<file path="config.mk">
export PLATFORM = sky130hd
export DESIGN_NAME = uic_top
export DESIGN_NICKNAME = d
export VERILOG_FILES = /design/src/uic_pkg.sv /design/src/uic_timeout.sv /design/src/uic_top.sv
export SDC_FILE = /design/constraint.sdc
export NUM_CORES = 1
export LEC_CHECK = 0
export ABC_AREA = 1
export BUFFER_PORTS_ARGS = -buffer_cell sky130_fd_sc_hd__buf_2
export CORE_MARGIN = 10
export CORE_UTILIZATION = 36
export DETAILED_ROUTE_END_ITERATION = 10
export SLEW_MARGIN = 5
export SYNTH_ARGS = -nofsm -noshare
export SYNTH_HDL_FRONTEND = slang
export SYNTH_HIERARCHICAL = 1
export SYNTH_SLANG_ARGS = --single-unit
export TNS_END_PERCENT = 100
</file>
<file path="constraint.sdc">
create_clock -name pclk -period 2 [get_ports pclk]
set_input_delay 0.2 -clock pclk [delete_from_list [all_inputs] [get_ports pclk]]
set_output_delay 0.2 -clock pclk [all_outputs]
set_load 0.01 [all_outputs]
</file>
<file path="src/uic_pkg.sv">
// Shared constants for the serial channel interrupt and FIFO control block
package uic_pkg;

    // Register byte addresses on the APB side
    localparam logic [7:0] ADDR_MASK   = 8'h00;
    localparam logic [7:0] ADDR_SOURCE = 8'h04;
    localparam logic [7:0] ADDR_LINE   = 8'h08;
    localparam logic [7:0] ADDR_MODEM  = 8'h0C;

    // Reset values
    localparam logic [7:0] MASK_RESET   = 8'h00;
    localparam logic [1:0] TRIG_RESET   = 2'h0;

    // Interrupt mask bit positions
    localparam int MASK_RX_DATA   = 0;
    localparam int MASK_TX_READY  = 1;
    localparam int MASK_LINE      = 2;
    localparam int MASK_MODEM     = 3;
    localparam int MASK_SLEEP     = 4;
    localparam int MASK_XOFF      = 5;
    localparam int MASK_RTS       = 6;
    localparam int MASK_CTS       = 7;

    // FIFO setup field positions
    localparam int FS_ENABLE      = 0;
    localparam int FS_RX_RESET    = 1;
    localparam int FS_TX_RESET    = 2;
    localparam int FS_DMA         = 3;
    localparam int FS_TX_TRIG_LO  = 4;
    localparam int FS_RX_TRIG_LO  = 6;

    // Interrupt source codes, bits 5:0
    localparam logic [5:0] CODE_LINE    = 6'h06;
    localparam logic [5:0] CODE_TIMEOUT = 6'h0C;
    localparam logic [5:0] CODE_RX      = 6'h04;
    localparam logic [5:0] CODE_TX      = 6'h02;
    localparam logic [5:0] CODE_MODEM   = 6'h00;
    localparam logic [5:0] CODE_XOFF    = 6'h10;
    localparam logic [5:0] CODE_FLOW    = 6'h20;
    localparam logic [5:0] CODE_NONE    = 6'h01;

    // Trigger levels in characters
    localparam logic [4:0] TRIG_LVL_0 = 5'h01;
    localparam logic [4:0] TRIG_LVL_1 = 5'h04;
    localparam logic [4:0] TRIG_LVL_2 = 5'h08;
    localparam logic [4:0] TRIG_LVL_3 = 5'h0E;

    // Receive time-out: character times plus extra bit times
    localparam int TIMEOUT_CHARS = 4;
    localparam int TIMEOUT_BITS  = 12;

endpackage

</file>
<file path="src/uic_timeout.sv">
// Receive time-out timer counted in bit times
`timescale 1ns/1ns
module uic_timeout
    import uic_pkg::*;
#(
    parameter int CNT_W = 8
) (
    // Clock and reset
    input  wire logic             pclk,
    input  wire logic             presetn,
    // Control
    input  wire logic             run,
    input  wire logic             restart,
    input  wire logic             bit_tick,
    input  wire logic [3:0]       char_bits,
    // Result
    output logic                  expire
);

    logic [CNT_W-1:0] count;
    logic [CNT_W-1:0] limit;
    logic             done;

    // Four character times plus twelve bit times
    assign limit = CNT_W'(TIMEOUT_CHARS) * CNT_W'(char_bits) + CNT_W'(TIMEOUT_BITS);

    // Counter stops at the limit: one expiry pulse per idle gap
    always_ff @(posedge pclk or negedge presetn) begin
        if (!presetn) begin
            count <= '0;
            done  <= 1'b0;
            expire <= 1'b0;
        end else begin
            expire <= 1'b0;
            if (!run || restart) begin
                count <= '0;
                done  <= 1'b0;
            end else if (bit_tick && !done) begin
                if (count + CNT_W'(1) >= limit) begin
                    done   <= 1'b1;
                    expire <= 1'b1;
                end
                count <= count + CNT_W'(1);
            end
        end
    end

endmodule

</file>
<file path="src/uic_top.sv">
// Interrupt enable, priority, status, clearing and FIFO setup for one serial channel
//
// Overview of operation
// - FIFOs on with mask bits 0-3 clear gives polled mode via line status.
// - Line status: data, overrun, head errors, holding empty, all empty, any FIFO error.
// - Receive interrupt: holding full without FIFO, trigger reached with FIFO.
// - Transmit interrupt on empty or below trigger; enabling while empty raises it.
// - Line interrupt: overrun at once, head errors when faulty character read.
// - Modem interrupt whenever any modem input change flag is set.
// - Mask bits 4-7 act only with enhanced enable; all reset to zero.
// - Interrupt on RTS low-to-high under automatic RTS flow control.
// - Interrupt on CTS low-to-high under automatic CTS flow control.
// - Receive time-out after four character times plus twelve bit times.
// - Source code bits 5:0 encode sources by priority, none reads 000001.
// - Source read returns only the highest pending source; others stay queued.
// - Each source clears by its own read or write side effect.
// - Xoff, special, flow and wake indications clear as defined.
// - Leaving sleep posts a wake indication coded like no interrupt.
// - Source bit 0 is low while an interrupt other than wake is pending, high at reset.
// - Source bits 4 and 5 active only with enhanced enable.
// - Source bits 7:6 both high with FIFOs on, low with FIFOs off.
// - FIFO setup bit 0 enables FIFOs; other bits ignored unless it is one.
// - Setup bit 1 resets receive FIFO pointers, then self-clears.
// - Setup bit 2 resets transmit FIFO pointers, then self-clears.
// - Setup bit 3 selects normal or DMA signalling.
// - Receive and transmit trigger of 1, 4, 8 or 14; transmit needs enhanced.
`timescale 1ns/1ns
module uic_top
    import uic_pkg::*;
#(
    parameter int LVL_W = 5
) (
    // APB slave
    input  wire logic             pclk,
    input  wire logic             presetn,
    input  wire logic             psel,
    input  wire logic             penable,
    input  wire logic             pwrite,
    input  wire logic [7:0]       paddr,
    input  wire logic [31:0]      pwdata,
    output logic                  pready,
    output logic [31:0]           prdata,
    output logic                  pslverr,
    // Receive path status and events
    input  wire logic [LVL_W-1:0] rx_level,
    input  wire logic             rx_store_event,
    input  wire logic             rx_pop_event,
    input  wire logic             rx_overrun_event,
    input  wire logic [2:0]       rx_head_error,
    input  wire logic             rx_fifo_error_any,
    // Transmit path status and events
    input  wire logic [LVL_W-1:0] tx_level,
    input  wire logic             tx_push_event,
    input  wire logic             tx_shifter_empty,
    // Timing from the baud generator
    input  wire logic             bit_tick,
    input  wire logic [3:0]       char_bits,
    // Modem inputs and flow control
    input  wire logic [3:0]       modem_state,
    input  wire logic [3:0]       modem_delta,
    input  wire logic             cts_n_pin,
    input  wire logic             rts_n,
    input  wire logic             auto_cts_en,
    input  wire logic             auto_rts_en,
    // Enhanced features and flow characters
    input  wire logic             enhanced_en,
    input  wire logic             xoff_detect,
    input  wire logic             xon_detect,
    input  wire logic             special_detect,
    input  wire logic             wake_event,
    // Outputs to the channel
    output logic                  irq,
    output logic                  rx_fifo_reset,
    output logic                  tx_fifo_reset,
    output logic                  modem_delta_clear,
    output logic                  fifo_enable,
    output logic                  dma_mode,
    output logic [1:0]            rx_trigger_sel,
    output logic [1:0]            tx_trigger_sel,
    output logic                  sleep_enable,
    output logic                  polled_mode
);

    // Map a two-bit selection to its trigger level
    function automatic logic [LVL_W-1:0] trig_level(input logic [1:0] sel);
        case (sel)
            2'h0:    trig_level = LVL_W'(TRIG_LVL_0);
            2'h1:    trig_level = LVL_W'(TRIG_LVL_1);
            2'h2:    trig_level = LVL_W'(TRIG_LVL_2);
            default: trig_level = LVL_W'(TRIG_LVL_3);
        endcase
    endfunction

    logic [7:0] mask, mask_eff, source_val, line_val;
    logic [5:0] code;
    logic [2:0] error_flags;
    logic       setup_phase, access_done, wr_done, rd_done, rd_source, rd_line, rd_modem;
    logic       cts_meta, cts_sync, cts_prev, rts_prev;
    logic       overrun_flag, timeout_flag, timeout_expire, tx_flag, tx_cond, tx_cond_prev;
    logic       char_flag, char_is_special, flow_flag, wake_flag;
    logic       rx_ready, line_pend, modem_pend, any_pend;
    logic       shown_tx, shown_char, shown_wake;

    // APB phases; the slave never stretches a transfer
    assign setup_phase = psel && !penable;
    assign access_done = psel && penable && pready;
    assign wr_done     = access_done && pwrite;
    assign rd_done     = access_done && !pwrite;
    assign rd_source   = rd_done && paddr == ADDR_SOURCE;
    assign rd_line     = rd_done && paddr == ADDR_LINE;
    assign rd_modem    = rd_done && paddr == ADDR_MODEM;

    // Upper mask bits only count with the enhanced enable set
    assign mask_eff = enhanced_en ? mask : {4'h0, mask[3:0]};

    // CTS arrives from a pin, so two flops come before any edge detector
    always_ff @(posedge pclk or negedge presetn) begin
        if (!presetn) begin
            cts_meta <= 1'b1;
            cts_sync <= 1'b1;
            cts_prev <= 1'b1;
            rts_prev <= 1'b1;
        end else begin
            cts_meta <= cts_n_pin;
            cts_sync <= cts_meta;
            cts_prev <= cts_sync;
            rts_prev <= rts_n;
        end
    end

    // Interrupt mask register
    always_ff @(posedge pclk or negedge presetn) begin
        if (!presetn) begin
            mask <= MASK_RESET;
        end else if (wr_done && paddr == ADDR_MASK) begin
            mask <= pwdata[7:0];
        end
    end

    // FIFO setup writes; nothing but the enable bit is taken unless it is one
    always_ff @(posedge pclk or negedge presetn) begin
        if (!presetn) begin
            fifo_enable    <= 1'b0;
            dma_mode       <= 1'b0;
            rx_trigger_sel <= TRIG_RESET;
            tx_trigger_sel <= TRIG_RESET;
            rx_fifo_reset  <= 1'b0;
            tx_fifo_reset  <= 1'b0;
        end else begin
            rx_fifo_reset <= 1'b0;
            tx_fifo_reset <= 1'b0;
            if (wr_done && paddr == ADDR_SOURCE) begin
                fifo_enable <= pwdata[FS_ENABLE];
                if (pwdata[FS_ENABLE]) begin
                    rx_fifo_reset  <= pwdata[FS_RX_RESET];
                    tx_fifo_reset  <= pwdata[FS_TX_RESET];
                    dma_mode       <= pwdata[FS_DMA];
                    rx_trigger_sel <= pwdata[FS_RX_TRIG_LO +: 2];
                    if (enhanced_en) begin
                        tx_trigger_sel <= pwdata[FS_TX_TRIG_LO +: 2];
                    end
                end
            end
        end
    end

    // Line status error latches; a new error in the clearing cycle survives
    always_ff @(posedge pclk or negedge presetn) begin
        if (!presetn) begin
            overrun_flag <= 1'b0;
            error_flags  <= 3'h0;
        end else begin
            if (rx_overrun_event) begin
                overrun_flag <= 1'b1;
            end else if (rd_line) begin
                overrun_flag <= 1'b0;
            end
            if (rx_pop_event && rx_head_error != 3'h0) begin
                error_flags <= error_flags | rx_head_error;
            end else if (rd_line) begin
                error_flags <= 3'h0;
            end
        end
    end

    // Receive time-out timer restarts on every character in or out
    uic_timeout #(
        .CNT_W (8)
    ) u_timeout (
        .pclk      (pclk),
        .presetn   (presetn),
        .run       (fifo_enable && rx_level != '0),
        .restart   (rx_store_event || rx_pop_event),
        .bit_tick  (bit_tick),
        .char_bits (char_bits),
        .expire    (timeout_expire)
    );

    // Time-out indication; reading receive data clears it
    always_ff @(posedge pclk or negedge presetn) begin
        if (!presetn) begin
            timeout_flag <= 1'b0;
        end else if (timeout_expire && mask_eff[MASK_RX_DATA]) begin
            timeout_flag <= 1'b1;
        end else if (rx_pop_event || !mask_eff[MASK_RX_DATA]) begin
            timeout_flag <= 1'b0;
        end
    end

    // Receive ready is a level, so it falls once reads drop below trigger
    assign rx_ready = mask_eff[MASK_RX_DATA] &&
                      (fifo_enable ? rx_level >= trig_level(rx_trigger_sel)
                                   : rx_level != '0);

    // Transmit condition: holding empty, or FIFO below its trigger
    assign tx_cond = fifo_enable ? tx_level < trig_level(tx_trigger_sel)
                                 : tx_level == '0;

    // Transmit ready is edge-raised and sticky, so a source read can clear it
    always_ff @(posedge pclk or negedge presetn) begin
        if (!presetn) begin
            tx_cond_prev <= 1'b0;
            tx_flag      <= 1'b0;
        end else begin
            tx_cond_prev <= tx_cond;
            if (!mask_eff[MASK_TX_READY]) begin
                tx_flag <= 1'b0;
            end else if (tx_cond && !tx_cond_prev) begin
                tx_flag <= 1'b1;
            end else if (tx_push_event || (rd_source && shown_tx)) begin
                tx_flag <= 1'b0;
            end
            // Enabling while already empty raises it at once
            if (wr_done && paddr == ADDR_MASK && pwdata[MASK_TX_READY]
                    && !mask[MASK_TX_READY] && tx_cond) begin
                tx_flag <= 1'b1;
            end
        end
    end

    // Xoff or special character match
    always_ff @(posedge pclk or negedge presetn) begin
        if (!presetn) begin
            char_flag       <= 1'b0;
            char_is_special <= 1'b0;
        end else if ((xoff_detect || special_detect) && mask_eff[MASK_XOFF]) begin
            char_flag       <= 1'b1;
            char_is_special <= special_detect && !xoff_detect;
        end else if (rd_source && shown_char) begin
            char_flag <= 1'b0;
        end else if (!char_is_special && xon_detect) begin
            char_flag <= 1'b0;
        end else if (char_is_special && rx_store_event) begin
            char_flag <= 1'b0;
        end
    end

    // RTS and CTS rising edges under automatic flow control
    always_ff @(posedge pclk or negedge presetn) begin
        if (!presetn) begin
            flow_flag <= 1'b0;
        end else if (mask_eff[MASK_CTS] && auto_cts_en && cts_sync && !cts_prev) begin
            flow_flag <= 1'b1;
        end else if (mask_eff[MASK_RTS] && auto_rts_en && rts_n && !rts_prev) begin
            flow_flag <= 1'b1;
        end else if (rd_modem) begin
            flow_flag <= 1'b0;
        end
    end

    // Wake-up indication posted on leaving sleep
    always_ff @(posedge pclk or negedge presetn) begin
        if (!presetn) begin
            wake_flag <= 1'b0;
        end else if (wake_event) begin
            wake_flag <= 1'b1;
        end else if (rd_source && shown_wake) begin
            wake_flag <= 1'b0;
        end
    end

    // Level-style pending sources
    assign line_pend  = mask_eff[MASK_LINE] && (overrun_flag || error_flags != 3'h0);
    assign modem_pend = mask_eff[MASK_MODEM] && modem_delta != 4'h0;

    // Priority encoder: only the highest pending source is shown
    always_comb begin
        if (line_pend) begin
            code = CODE_LINE;
        end else if (timeout_flag) begin
            code = CODE_TIMEOUT;
        end else if (rx_ready) begin
            code = CODE_RX;
        end else if (tx_flag) begin
            code = CODE_TX;
        end else if (modem_pend) begin
            code = CODE_MODEM;
        end else if (char_flag && enhanced_en) begin
            code = CODE_XOFF;
        end else if (flow_flag && enhanced_en) begin
            code = CODE_FLOW;
        end else begin
            code = CODE_NONE;
        end
    end

    assign any_pend   = code != CODE_NONE || wake_flag;
    assign source_val = {fifo_enable, fifo_enable, code};
    assign line_val   = {rx_fifo_error_any, tx_level == '0 && tx_shifter_empty,
                         tx_level == '0, error_flags, overrun_flag,
                         rx_level != '0};

    // Read data and what was shown are captured in the setup cycle
    always_ff @(posedge pclk or negedge presetn) begin
        if (!presetn) begin
            prdata     <= 32'h0000_0000;
            pslverr    <= 1'b0;
            shown_tx   <= 1'b0;
            shown_char <= 1'b0;
            shown_wake <= 1'b0;
        end else if (setup_phase) begin
            shown_tx   <= code == CODE_TX;
            shown_char <= code == CODE_XOFF;
            shown_wake <= code == CODE_NONE && wake_flag;
            pslverr    <= 1'b0;
            prdata     <= 32'h0000_0000;
            case (paddr)
                ADDR_MASK:   prdata <= {24'h0, mask};
                ADDR_SOURCE: prdata <= {24'h0, source_val};
                ADDR_LINE: begin
                    prdata  <= {24'h0, line_val};
                    pslverr <= pwrite;
                end
                ADDR_MODEM: begin
                    prdata  <= {24'h0, modem_state, modem_delta};
                    pslverr <= pwrite;
                end
                default:     pslverr <= 1'b1;
            endcase
        end
    end

    // Ready and the interrupt line come straight from flops
    always_ff @(posedge pclk or negedge presetn) begin
        if (!presetn) begin
            pready            <= 1'b0;
            irq               <= 1'b0;
            modem_delta_clear <= 1'b0;
            sleep_enable      <= 1'b0;
            polled_mode       <= 1'b0;
        end else begin
            pready            <= 1'b1;
            irq               <= any_pend;
            modem_delta_clear <= rd_modem;
            sleep_enable      <= mask_eff[MASK_SLEEP];
            polled_mode       <= fifo_enable && mask[3:0] == 4'h0;
        end
    end

endmodule

</file>
==> summary.txt <==
Cells and area
  • Filler cells: 983
  • Layout Utilization: 45.2%
  • Share of cells above drive strength 1: 27.1%
  • Final Non-Filler Cells: 678
  • Antenna diodes: 0
  • Area Growth Syn to Fin: 20.9%
  • Final Cell Area: 4230 sq um
  • Layout net count: 645

Clock network
  • Clk root buf: clkbuf_8
  • Max clock buf depth: 2
  • Htree depth: 3
  • Worst skew pair latency: ~340 ps
  • Worst-path clk slew: approximately 70 ps
  • TritonCTS clock tree: built
  • Clock net sink count: between 50 and 60
  • CTS buffer count: 9

Critical path
  • CP Capture Type: register
  • Crit path kind: register to register
  • Worst path cell trace: ha_2 > nand2_2 > nor2_2 > inv_1 > nand2_1 > inv_1 > ha_1 > nand2_1 > inv_1 > nand2_1 > nand2_1 > nand2_1 > nand2_1 > nand2_1 > nand2_1
  • Largest stage delay on the critical path: about 410 ps
  • CP Launch Type: register
  • CP Max Fanout: 4
  • Required time of the critical path: 2220 ps
  • WP data arrival: 2010 ps
  • CP max-delay cell: dfrtp_1
  • CP dominant cell by count: nand2_1

Routing
  • DRC Markers: 0
  • Routed WL: 9270 um
  • DRT antenna net count: 0
  • Via-to-Cell Ratio: 4.56
  • DR WL/cell: 13.7 um
  • Initial DRC count: 178
  • 1st-pass router iterations: 4
  • Vias post-DR: about 3100

Timing
  • Worst-Margin Slew: 614 ps
  • Clock skew: 12.4 ps
  • Final period utilization: 89.1%
  • Final worst hold slack: roughly 51 ps
  • Final Hold Vio Count: 0
  • Pins over their slew limit: 0
  • Max Freq: 561 MHz
  • Final worst setup slack: 218 ps
  • Max-slew headroom: 58.8%
  • Final min period: 1780 ps
  • Final setup vio count: 0

GRT
  • Largest net degree at the start of global routing: 44
  • Grt ovf: 0
  • Vias in the first global route: approximately 3000
  • First-pass GRT wire length: 14900 um
  • GRT Util Overall: 12.8%
  • Initial antenna violation count: 0

Placement
  • # port buffers: 83
  • Dpl hpwl: 7580 um
  • Placed cell area: 3970 sq um
  • Placed Cells: 656
  • Pre-CTS WS: 164 ps
  • GP Congestion: 0.849

Floorplanning
  • DIE AREA: 14100 sq um
  • Row cnt: 35
  • Die Y-Extent: 119 um
  • Die W: 119 um
  • Core Area: 9370 sq um
  • I/O pins: 132
  • Starting density of the core: 37.4%

Synthesis
  • Ys async rst share: 100%
  • Yosys reg bits: between 50 and 60
  • Syn. warnings: 6
  • Avg Inst Size Synth: 7.80 sq um
  • Mapped Area: between 3000 and 4000 sq um
  • Unique cell type count in the Yosys netlist: 39
  • Seq/Total Area, Yosys: 41.6%
  • Mapped Cells: 449
  • Top FF cell, synth: dfrtp_1
  • EDFF count, synth: 0

Job
  • MaxCap Viol Count: 0

Status
  • Status: finished, final reports clean

Min path
  • HP Class: primary input to register

Pwr
  • Peak supply drop: roughly 0.38 mV
  • Leak: 2.26 nW
  • Pwr/cell area: roughly 590 nW/um^2
[cell families (layout without fill, tap and decap cells)]
| logic type | count (synthesis) | count (layout) | share of synthesized area [%] |
|---|---|---|---|
| flops | 58 | 58 | 41.6 |
| simple gates | 206 | 206 | 26.3 |
| buf+inv | 100 | 177 | 13.9 |
| fa+ha+maj | 15 | 15 | 5.36 |
| compound gates | 62 | 62 | 11.1 |
| xor+xnor | 6 | 6 | 1.50 |
| other cells | 2 | 25 | 0.214 |
[what timing repair did]
item	CTS	global route
hold buffers	3	0
gates resized for setup	0	8
setup endpoints to repair	0	6
hold endpoints to repair	16	0
setup buffers	0	3
[worst paths after layout]
check / start / to / slack, ps / cells after the start
worst max-delay path: u_timeout/count[0]$_DFFE_PN0P_ / u_timeout/done$_DFFE_PN0P_ / 220 / 15
worst min-delay path: wake_event / wake_flag$_DFFE_PN0P_ / 50 / 2
worst max register to register: u_timeout/count[0]$_DFFE_PN0P_ / u_timeout/done$_DFFE_PN0P_ / 220 / 15
worst min register to register: cts_meta$_DFF_PN1_ / cts_sync$_DFF_PN1_ / 360 / 0
max in group asynchronous: presetn / cts_prev$_DFF_PN1_ / 1070 / 3
min in group asynchronous: presetn / sleep_enable$_DFF_PN0_ / 310 / 2
[routing by layer]
metal | GRT usage, % | part of all wire, %
met5 | 0 | 0
met4 | 3.13 | 1.0
met3 | 4.66 | 7.4
met2 | 21.5 | 49
met1 | 15.1 | 43
[report_power, final]
part           leakage, nW  switching [mW]  internal [mW]
Sequential           0.745         0.00773           1.19
Clock               0.0954           0.482          0.572
Combinational         1.42           0.150         0.0904
Total                 2.26           0.640           1.85
[flip-flops by register name (all words and copies together) (netlist names), 2 cells and up]
| register | count |
|---|---|
| prdata | 8 |
| error_flags | 3 |
| u_timeout/count | 8 |
| mask | 8 |
| rx_trigger_sel | 2 |
| tx_trigger_sel | 2 |
[layout by cell type (no fill, tap or decap), drive strengths merged]
master / Yosys / final
a21o: 1 / 1
a21oi: 7 / 7
a31oi: 2 / 2
a32oi: 1 / 1
buf: 29 / 88
bufinv: 0 / 1
clkbuf: 1 / 9
clkinv: 0 / 3
clkinvlp: 0 / 2
conb: 2 / 25
dfrtp: 54 / 54
dfstp: 4 / 4
dlygate4sd3: 0 / 3
ha: 15 / 15
inv: 70 / 71
nand2: 117 / 117
nand3: 21 / 21
nand3b: 2 / 2
nand4: 13 / 13
nor2: 49 / 49
nor3: 3 / 3
o2111ai: 2 / 2
o211ai: 2 / 2
o21ai: 38 / 38
o21bai: 1 / 1
o221ai: 1 / 1
o22ai: 6 / 6
o31a: 1 / 1
or2: 1 / 1
xnor2: 1 / 1
xor2: 5 / 5
[worst max-delay path: cells and delay by family, from the launching register on]
kind	cells	cell delay, ps
AND/OR/NAND/NOR	10	620
flip-flops	1	410
buffers and inverters	3	120
adder cells (fa/ha/maj)	2	500
[synth_stat cells (4+ instances only)]
library cell | n | area share (%)
inv_1 | 66 | 7.1
inv_2 | 4 | 0.43
nand4_1 | 12 | 2.1
nand2_1 | 111 | 12
nand3_1 | 19 | 2.7
ha_1 | 15 | 5.4
nor2_1 | 39 | 4.2
dfrtp_1 | 54 | 39
buf_4 | 25 | 5.4
xor2_1 | 5 | 1.2
nor2_2 | 7 | 1.2
dfstp_2 | 4 | 3.0
o22ai_1 | 6 | 1.1
o21ai_0 | 26 | 3.7
nand2_2 | 5 | 0.89
o21ai_2 | 8 | 2.0
a21oi_1 | 7 | 1.0
[metrics by stage]
step,setup TNS [ps],total power [mW]
2_1_floorplan,0,1.36
3_3_place_gp,0,1.45
3_5_place_dp,0,1.46
4_1_cts,0,2.53
5_1_grt,-17.3,2.61
6_report,0,2.49
[layout make-up]
type                    count  area [sq um]  area share (%)
clock buffers               9           124            2.93
flip-flops and latches     58          1460            34.5
inverters                  70           263            6.21
repair buffers             91           495            11.7
multi-input cells         314          1660            39.2
clock inverters             7          68.8            1.63
well taps                 129           161            3.81
No activity file was read; power rests on OpenSTA's default activity.
